==> config.mk <==
export PLATFORM = sky130hd
export DESIGN_NAME = spipp_port
export DESIGN_NICKNAME = d
export VERILOG_FILES = /design/src/spipp_pkg.sv /design/src/spipp_edge.sv /design/src/spipp_port.sv
export VERILOG_INCLUDE_DIRS = /design/src /design/src/src
export SDC_FILE = /design/constraint.sdc
export NUM_CORES = 1
export LEC_CHECK = 0
export ABC_CLOCK_PERIOD_IN_PS = 6300
export CAP_MARGIN = 10
export CELL_PAD_IN_SITES_DETAIL_PLACEMENT = 1
export CELL_PAD_IN_SITES_GLOBAL_PLACEMENT = 2
export CORE_MARGIN = 1.5
export CORE_UTILIZATION = 38
export DETAILED_ROUTE_END_ITERATION = 7
export DONT_BUFFER_PORTS = 1
export HOLD_SLACK_MARGIN = 0.15
export PLACE_DENSITY_LB_ADDON = 0.3
export SYNTH_ARGS = -nofsm -noshare
export SYNTH_HDL_FRONTEND = slang
export SYNTH_SLANG_ARGS = --single-unit
==> constraint.sdc <==
create_clock -name ref_clk -period 6.3 [get_ports ref_clk]
set_input_delay 0.315 -clock ref_clk [delete_from_list [all_inputs] [get_ports ref_clk]]
set_output_delay 0.315 -clock ref_clk [all_outputs]
set_load 0.05 [all_outputs]
==> src/spipp_defines.svh <==
`ifndef SPIPP_DEFINES_SVH
`define SPIPP_DEFINES_SVH
// ----------------------------------------
// field positions
// ----------------------------------------
`define SPIPP_CTRL_SEL_BIT   0
`define SPIPP_PHASE_BIT      16
`define SPIPP_POL_BIT        17
`define SPIPP_PS_LSB         8
`define SPIPP_PS_MSB         15
// ----------------------------------------
// reset values and timing
// ----------------------------------------
`define SPIPP_CTRL_RST       32'h00000000
`define SPIPP_FMT_RST        32'h00000000
`define SPIPP_WORD_BITS      16
`define SPIPP_MIN_PERIOD_NS  25
`define SPIPP_CLK_PERIOD_NS  100
`define SPIPP_MIN_PERIOD_CYC ((`SPIPP_MIN_PERIOD_NS + `SPIPP_CLK_PERIOD_NS - 1) / `SPIPP_CLK_PERIOD_NS)
`define SPIPP_SEL_WAIT_SCLK  2
`endif

==> src/spipp_pkg.sv <==
package spipp_pkg;
	typedef enum logic [1:0] {
		SPIPP_IDLE,
		SPIPP_SETTLE,
		SPIPP_SHIFT,
		SPIPP_DONE
	} spipp_state_e;

	typedef struct packed {
		logic        phase;
		logic        polarity;
		logic [7:0]  prescale;
	} spipp_fmt_s;

	typedef struct packed {
		logic        sclk;
		logic        sel_n;
		logic        mosi;
	} spipp_pins_s;
endpackage : spipp_pkg

==> src/spipp_edge.sv <==
`timescale 1ns/1ps
`default_nettype none
// ----------------------------------------
// edge detector on a sampled pin
// ----------------------------------------
module spipp_edge (
	input  wire logic ref_clk,
	input  wire logic sys_rst,
	input  wire logic pin,
	output var  logic rise,
	output var  logic fall,
	output var  logic level
);
	logic prev_reg;

	always_ff @(posedge ref_clk) begin
		if (sys_rst) begin
			// start from the pin level, so no false edge follows reset
			prev_reg <= pin;
		end else begin
			prev_reg <= pin;
		end
	end

	always_comb begin
		rise  = pin & ~prev_reg;
		fall  = ~pin & prev_reg;
		level = prev_reg;
	end
endmodule : spipp_edge
`default_nettype wire

==> src/spipp_port.sv <==
// How it works
// control bit 0 clear selects peripheral
// clock and host data in, device data out
// format bit 16 selects clock phase
// format bit 17 selects active edge
// prescale bits 15:8 bound serial clock period
// launch output after rising edge, polarity dependent
// host waits two clocks after select
// host reframes select every 16 bits
// sample on edge opposite the launch
`timescale 1ns/1ps
`default_nettype none
`include "spipp_defines.svh"
module spipp_port
	import spipp_pkg::*;
#(
	parameter int WORD_BITS = `SPIPP_WORD_BITS
) (
	input  wire logic                 ref_clk,
	input  wire logic                 sys_rst,
	input  wire logic [31:0]          global_control_reg,
	input  wire logic [31:0]          format_reg,
	input  wire logic                 serial_clock_pin,
	input  wire logic                 chip_select_n,
	input  wire logic                 host_to_device_data,
	input  wire logic [WORD_BITS-1:0] tx_word,
	output logic                      device_to_host_data,
	output logic                      device_to_host_oe_n,
	output logic [WORD_BITS-1:0]      rx_word,
	output logic                      rx_valid,
	output logic                      tx_load,
	output logic                      period_error,
	output logic                      peripheral_mode
);
	localparam int CNT_W = $clog2(WORD_BITS + 1);
	// floor on the serial period in whole clock cycles
	localparam logic [8:0] FLOOR_CYC = 9'(`SPIPP_MIN_PERIOD_CYC);

	spipp_fmt_s             fmt;
	spipp_pins_s            pins;
	logic                   is_periph;
	logic                   sclk_rise;
	logic                   sclk_fall;
	logic                   launch_edge;
	logic                   sample_edge;
	logic                   sel_fall;
	logic                   active;
	logic                   last_bit;
	logic [WORD_BITS-1:0]   tx_sh_reg;
	logic [WORD_BITS-1:0]   rx_sh_reg;
	logic [CNT_W-1:0]       bit_cnt_reg;
	logic [8:0]             per_cnt_reg;
	logic [8:0]             ps_cycles;
	logic [8:0]             min_cycles;
	logic                   first_launch_reg;

	// ----------------------------------------
	// configuration decode
	// ----------------------------------------
	always_comb begin
		fmt.phase    = format_reg[`SPIPP_PHASE_BIT];
		fmt.polarity = format_reg[`SPIPP_POL_BIT];
		fmt.prescale = format_reg[`SPIPP_PS_MSB:`SPIPP_PS_LSB];
		is_periph    = ~global_control_reg[`SPIPP_CTRL_SEL_BIT];
		pins.sclk    = serial_clock_pin;
		pins.sel_n   = chip_select_n;
		pins.mosi    = host_to_device_data;
	end

	spipp_edge u_sclk_edge (
		.ref_clk (ref_clk),
		.sys_rst (sys_rst),
		.pin     (pins.sclk),
		.rise    (sclk_rise),
		.fall    (sclk_fall),
		.level   ()
	);

	spipp_edge u_sel_edge (
		.ref_clk (ref_clk),
		.sys_rst (sys_rst),
		.pin     (pins.sel_n),
		.rise    (),
		.fall    (sel_fall),
		.level   ()
	);

	// ----------------------------------------
	// edge selection
	// ----------------------------------------
	always_comb begin
		launch_edge = fmt.polarity ? sclk_fall : sclk_rise;
		sample_edge = fmt.polarity ? sclk_rise : sclk_fall;
		active      = is_periph & ~pins.sel_n;
		last_bit    = (bit_cnt_reg == CNT_W'(WORD_BITS - 1));
		ps_cycles   = (fmt.prescale == 8'h00) ? 9'h002 : ({1'b0, fmt.prescale} + 9'h001);
		min_cycles  = (ps_cycles < FLOOR_CYC) ? FLOOR_CYC : ps_cycles;
	end

	// ----------------------------------------
	// transmit shifter
	// ----------------------------------------
	always_ff @(posedge ref_clk) begin
		if (sys_rst) begin
			tx_sh_reg        <= '0;
			first_launch_reg <= 1'b0;
		end else begin
			if (active && sel_fall) begin
				// phase 1 launches first bit on first edge
				tx_sh_reg        <= tx_word;
				first_launch_reg <= fmt.phase;
			end else if (active && launch_edge) begin
				if (first_launch_reg) begin
					first_launch_reg <= 1'b0;
				end else begin
					tx_sh_reg <= {tx_sh_reg[WORD_BITS-2:0], 1'b0};
				end
			end
		end
	end

	// ----------------------------------------
	// load strobe
	// ----------------------------------------
	always_ff @(posedge ref_clk) begin
		if (sys_rst) begin
			tx_load <= 1'b0;
		end else begin
			tx_load <= active & sel_fall;
		end
	end

	// ----------------------------------------
	// role flag
	// ----------------------------------------
	always_ff @(posedge ref_clk) begin
		if (sys_rst) begin
			peripheral_mode <= 1'b1;
		end else begin
			peripheral_mode <= is_periph;
		end
	end

	// ----------------------------------------
	// output enable
	// ----------------------------------------
	always_ff @(posedge ref_clk) begin
		if (sys_rst) begin
			device_to_host_oe_n <= 1'b1;
		end else begin
			device_to_host_oe_n <= ~active;
		end
	end

	// ----------------------------------------
	// output pin
	// ----------------------------------------
	always_ff @(posedge ref_clk) begin
		if (sys_rst) begin
			device_to_host_data <= 1'b0;
		end else begin
			if (active && sel_fall) begin
				device_to_host_data <= tx_word[WORD_BITS-1];
			end else if (active && launch_edge && !first_launch_reg) begin
				device_to_host_data <= tx_sh_reg[WORD_BITS-2];
			end else if (active && launch_edge) begin
				device_to_host_data <= tx_sh_reg[WORD_BITS-1];
			end
		end
	end

	// ----------------------------------------
	// receive shifter
	// ----------------------------------------
	always_ff @(posedge ref_clk) begin
		if (sys_rst) begin
			rx_sh_reg   <= '0;
			bit_cnt_reg <= '0;
			rx_word     <= '0;
		end else begin
			if (!active || sel_fall) begin
				bit_cnt_reg <= '0;
			end else if (sample_edge) begin
				rx_sh_reg <= {rx_sh_reg[WORD_BITS-2:0], pins.mosi};
				if (last_bit) begin
					rx_word     <= {rx_sh_reg[WORD_BITS-2:0], pins.mosi};
					bit_cnt_reg <= '0;
				end else begin
					bit_cnt_reg <= bit_cnt_reg + CNT_W'(1);
				end
			end
		end
	end

	// ----------------------------------------
	// word strobe
	// ----------------------------------------
	always_ff @(posedge ref_clk) begin
		if (sys_rst) begin
			rx_valid <= 1'b0;
		end else begin
			rx_valid <= active & ~sel_fall & sample_edge & last_bit;
		end
	end

	// ----------------------------------------
	// serial clock period check
	// ----------------------------------------
	always_ff @(posedge ref_clk) begin
		if (sys_rst) begin
			per_cnt_reg  <= '0;
			period_error <= 1'b0;
		end else begin
			// a new frame clears the flag, a short period in the same cycle wins
			if (sel_fall) begin
				period_error <= 1'b0;
			end
			if (!active) begin
				per_cnt_reg <= '0;
			end else if (sclk_rise) begin
				// half periods measured together as one full period
				if (per_cnt_reg != 9'h000 && per_cnt_reg < (min_cycles - 9'h001)) begin
					period_error <= 1'b1;
				end
				per_cnt_reg <= '0;
			end else if (per_cnt_reg != 9'h1FF) begin
				per_cnt_reg <= per_cnt_reg + 9'h001;
			end
		end
	end
endmodule : spipp_port
`default_nettype wire

Word level (Yosys, flattened, before mapping) --
Cells that the tools add are included.
Word-level totals: register bits after elaboration 70, input bits 85, output and inout port bits 22, word-level logic and storage cells 71
Cells by class: $add $sub $neg 4, $lt $le $gt $ge 2, eq/ne operators 3, muxes and demuxes 17, bitwise logic cells 15, reductions and logical operators 16
Operators by type and width (number):
- $mux W16 | 3
- $mux W9 | 2
- $mux W1 | 11
- $add A8 B1 Y9 const B | 1
- $add A9 B1 Y9 const B | 1
- $lt A9 B1 Y1 const B | 1
- $lt A9 B9 Y1 | 1
- $ne A9 B9 Y1 const B | 1
- $reduce_bool A9 Y1 | 1
- $sub A9 B1 Y9 const B | 1
- $and A1 B1 Y1 | 8
- $logic_not A8 Y1 | 1
- $not A1 Y1 | 7
- $add A5 B1 Y5 const B | 1
- $eq A5 B4 Y1 const B | 1
- $mux W5 | 1
- $logic_and A1 B1 Y1 | 4
- $reduce_and A2 Y1 | 2
- $reduce_and A3 Y1 | 1
- $reduce_bool A3 Y1 | 1
- $reduce_or A3 Y1 | 1
- $logic_not A1 Y1 | 2
- $ne A2 B1 Y1 const B | 1
- $reduce_bool A2 Y1 | 1
- other kinds (2) | 2

Logic depth before layout (Yosys ltp) --
depth after elaboration 10, gate-level depth with buffers 17, gate-level depth less buffers 15

Hierarchy --
From an unflattened synthesis, not the netlist that was laid out.
Second synthesis, totals: cell total of the unflattened synthesis 386, area, all modules 3279.4 um^2
By module, submodules not included:
- spipp_port | times used 1, cells an instance 380, area an instance 3209.3 um^2, seq. area each 1361.3 um^2
- spipp_edge | times used 2, cells an instance 3, area an instance 35.0 um^2, seq. area each 20.0 um^2

Worst setup path before layout --
OpenSTA, ideal clock, no wires.
kind input-to-reg, start point input format_reg[8], end point register period_error, data arrival time 3.021 ns, required time 6.186 ns, setup slack 3.165 ns, cell stages on the path 16, path buffers 2, path through buf_2 > inv_1 > ha_1 > nor3b_1 > and2_1 > clkbuf_1 > nor3_1 > a41oi_1 > ha_1 > and4b_1 > xor2_1 > ha_1 > nand4_1 > o2111ai_1 > o21ai_0 > a21o_1
On the way: longest elaborated chain between the ends 10, elaborated cells on any way between the ends 11
RTL lines:
- start: declaration | line spipp_port.sv:22 | input wire logic [31:0] format_reg,
- $add A8 B1 Y9 or $logic_not A8 Y1 (tied branches) | line spipp_port.sv:96 | ps_cycles = (fmt.prescale == 8'h00) ? 9'h002 : ({1'b0, fmt.prescale} + 9'h001);
- $mux W9 * | line spipp_port.sv:96
- $lt A9 B1 Y1 | line spipp_port.sv:97 | min_cycles = (ps_cycles < FLOOR_CYC) ? FLOOR_CYC : ps_cycles;
- $mux W9 * | line spipp_port.sv:97
- $sub A9 B1 Y9 * | line spipp_port.sv:222 | if (per_cnt_reg != 9'h000 && per_cnt_reg < (min_cycles - 9'h001)) begin
- $lt A9 B9 Y1 * | line spipp_port.sv:222
- $logic_and A1 B1 Y1 * | line spipp_port.sv:222
- $mux W1 * | line spipp_port.sv:222
- $mux W1 * | line spipp_port.sv:220 | end else if (sclk_rise) begin
- $mux W1 * | line spipp_port.sv:218 | if (!active) begin
- end signal: assignment | line spipp_port.sv:212 | period_error <= 1'b0;
- end signal: assignment | line spipp_port.sv:216 | period_error <= 1'b0;
- end signal: assignment | line spipp_port.sv:223 | period_error <= 1'b1;
- end: declaration | line spipp_port.sv:32 | output logic period_error,
Mark *: on every way between the ends. The rest lies on a longest branch, timed or not. A chain may end at the register's enable or synchronous reset.

Worst setup path in the final report --
Ends and elaborated chain as after synthesis.

==> flow_metrics.env <==
export IMPL_clock_fmax_mhz=329
export IMPL_critPathTopFamily="compound AO/OA/AOI/OAI gates"
export IMPL_gp_congestion=0.781
export IMPL_num_vias=2785
export IMPL_grt_pass1_wl_um=12700
export IMPL_synth_area_um2=3300
export IMPL_slowest_stage="or3_1"
export IMPL_pwr_share_comb=0.078
export IMPL_rr_startpoint="u_sel_edge.level"
export IMPL_fin_crit_sh=0.483
export IMPL_overflow=0
export IMPL_antenna_found_initial=0
export IMPL_crit_start="format_reg[8]"
export IMPL_cts_buffers=9
export IMPL_crit_buf_inv=0
export IMPL_syn_inst=403
export IMPL_path_cells="ha_1 -> nand3_1 -> or3_1 -> o211a_2 -> a41oi_1 -> ha_1 -> and4b_1 -> xor2_1 -> ha_1 -> nand4_1 -> o2111ai_1 -> o21ai_0 -> a21o_1"
export IMPL_clkLatencyLatePin_ns=0.34
export IMPL_period_needed_ns=3.04
export IMPL_synth_seq_cells=70
export IMPL_final_setup_viol_count=0
export IMPL_postCtsSetupBuffers=0
export IMPL_required_ns=6.53
export IMPL_post_dp_hpwl_um=5330
export IMPL_synth_distinct_cells=49
export IMPL_drt_initial_drc_count=75
export IMPL_dp_slack_ns=2.85
export IMPL_critPathArrivalTime_ns=3.27
export IMPL_die_x_um=96.2
export IMPL_place_area_um2=3320
export IMPL_start_kind="input pin"
export IMPL_path_clk_slew_ns=0.07
export IMPL_peakVddDrop_v=0.000109
export IMPL_drv_cap=0
export IMPL_clock_skew_final_ns=0.00885
export IMPL_critPathMostFrequentCell="ha_1"
export IMPL_synth_edf_count=0
export IMPL_hold_viol=0
export IMPL_status="complete, no violations"
export IMPL_holdBufCountCts=6
export IMPL_hold_depth=2
export IMPL_start_util=0.398
export IMPL_rows=33
export IMPL_fillers=1005
export IMPL_worstMarginPinSlew_ns=1.16
export IMPL_internal_power_mw=0.672
export IMPL_detail_route_antenna_nets=0
export IMPL_reg2regPathDepth=5
export IMPL_rsz0062_at_grt="no"
export IMPL_finalInstanceArea_um2=3590
export IMPL_final_cell_mix="nand2_1, dfxtp_1, a21oi_1"
export IMPL_slowest_delay_ns=0.40
export IMPL_synthFlopType="dfxtp_1"
export IMPL_wl_per_cell_um=15.1
export IMPL_pin_count=107
export IMPL_crit_fanout=9
export IMPL_cts_tree="built"
export IMPL_viasPerCell=5.50
export IMPL_synth_warnings=0
export IMPL_ctsHtreeMaxLevel=3
export IMPL_setup_slack_ns=3.26
export IMPL_hold_start="sys_rst"
export IMPL_cts_resized=0
export IMPL_dieArea_um2=9250
export IMPL_relSlewSlack=0.225
export IMPL_finalMaxSlewViolations=0
export IMPL_end_kind="register"
export IMPL_power_leakage_nw=1.28
export IMPL_clockPowerShare=0.405
export IMPL_cp_depth=13
export IMPL_drive_gt1_frac=0.0574
export IMPL_p_seq_frac=0.517
export IMPL_syn_to_final_growth_pct=8.84
export IMPL_switchingPower_mw=0.218
export IMPL_drc=0
export IMPL_fp_coreArea_um2=8300
export IMPL_grt_max_degree=43
export IMPL_antenna_cells=0
export IMPL_critical_path_class="in2reg"
export IMPL_drt_first_pass_iters=4
export IMPL_avgSynthCellArea_um2=8.19
export IMPL_grt_usage=0.176
export IMPL_synth_nets=503
export IMPL_hp_class="in2reg"
export IMPL_die_h_um=96.2
export IMPL_power_density_nw_per_um2=248
export IMPL_root_buffer="clkbuf_8"
export IMPL_fin_setup_tns_ns=0
export IMPL_async_flop_share=0
export IMPL_synth_seq_area_share=0.425
export IMPL_cts_sinks=70
export IMPL_mostFrequentLayoutCell="nand2_1"
export IMPL_portBuffers=0
export IMPL_p_sw_frac=0.245
export IMPL_grt_pass1_vias=2742
export IMPL_num_nets_final=497
export IMPL_wirelength_um=7640
export IMPL_cts_buffer_depth=2
[cells by family (layout without fill, tap and decap cells)]
family          after synthesis  after routing  synth area share
compound gates              102            102             0.184
xor+xnor                     18             18            0.0478
fa+ha+maj                    15             15            0.0569
buf+inv                      33             31            0.0447
flops                        70             70             0.425
mux                           6              6            0.0205
simple gates                159            159             0.222
[stage by stage]
step	hold slack, ns	cells	utilization	total power [mW]
after detailed placement	0.343	485	0.401	0.531
after global routing	0.173	506	0.433	0.931
after global placement	0.343	485	0.401	0.529
final	0.173	506	0.433	0.890
after floorplan	0.343	403	-	0.525
after CTS	0.153	506	0.433	0.907
[per-layer routing]
layer | track usage | routed length [um]
met2 | 0.297 | 3670
met1 | 0.211 | 3530
met3 | 0.0553 | 377
met4 | 0.0551 | 64
met5 | 0 | 0
[area by class of cell]
class                   count  area, um^2  share of cell area
multi-input cells         300        1750               0.487
flip-flops and latches     70        1400               0.390
clock buffers              10         138              0.0383
well taps                 105         131              0.0366
repair buffers              7        77.6              0.0216
clock inverters             5        58.8              0.0164
inverters                   9        33.8             0.00941
[final timing paths]
| check | end | slack (ns) |
|---|---|---|
| setup / recovery | period_error | 3.26 |
| hold / removal | device_to_host_oe_n | 0.17 |
| setup reg to reg | device_to_host_data | 3.56 |
| hold reg to reg | bit_cnt_reg[4] | 0.43 |
[cells in the mapped netlist (all sizes together), types with 2 or more instances]
master | instances | share of area
nor2 | 36 | 0.041
mux2i | 3 | 0.0091
nor4b | 2 | 0.0053
o31ai | 2 | 0.0045
a32oi | 2 | 0.0053
or3 | 5 | 0.0095
dfxtp | 70 | 0.42
and3 | 2 | 0.0038
nand2b | 3 | 0.0057
o21ai | 13 | 0.020
a41oi | 2 | 0.0053
and2 | 3 | 0.0057
buf | 8 | 0.016
nor4 | 2 | 0.0038
o22ai | 16 | 0.030
nand4 | 3 | 0.0057
clkbuf | 16 | 0.019
nand2 | 75 | 0.085
ha | 15 | 0.057
xnor2 | 9 | 0.024
nor3b | 3 | 0.0068
nand3 | 10 | 0.015
nor2b | 4 | 0.0076
a21oi | 46 | 0.070
and4 | 2 | 0.0053
nor3 | 5 | 0.011
a211oi | 9 | 0.020
mux2 | 3 | 0.011
a31oi | 2 | 0.0038
a21o | 4 | 0.0091
xor2 | 9 | 0.024
inv | 8 | 0.0091
[power by group through the flow]
stage,clock network [mW],registers (mW),logic (mW)
2_1_floorplan,0,0.468,0.0575
3_3_place_gp,0,0.470,0.0592
3_5_place_dp,0,0.470,0.0612
4_1_cts,0.377,0.460,0.0697
5_1_grt,0.392,0.461,0.0783
6_report,0.361,0.460,0.0690
Note: power is estimated with default switching activity, not from simulation.
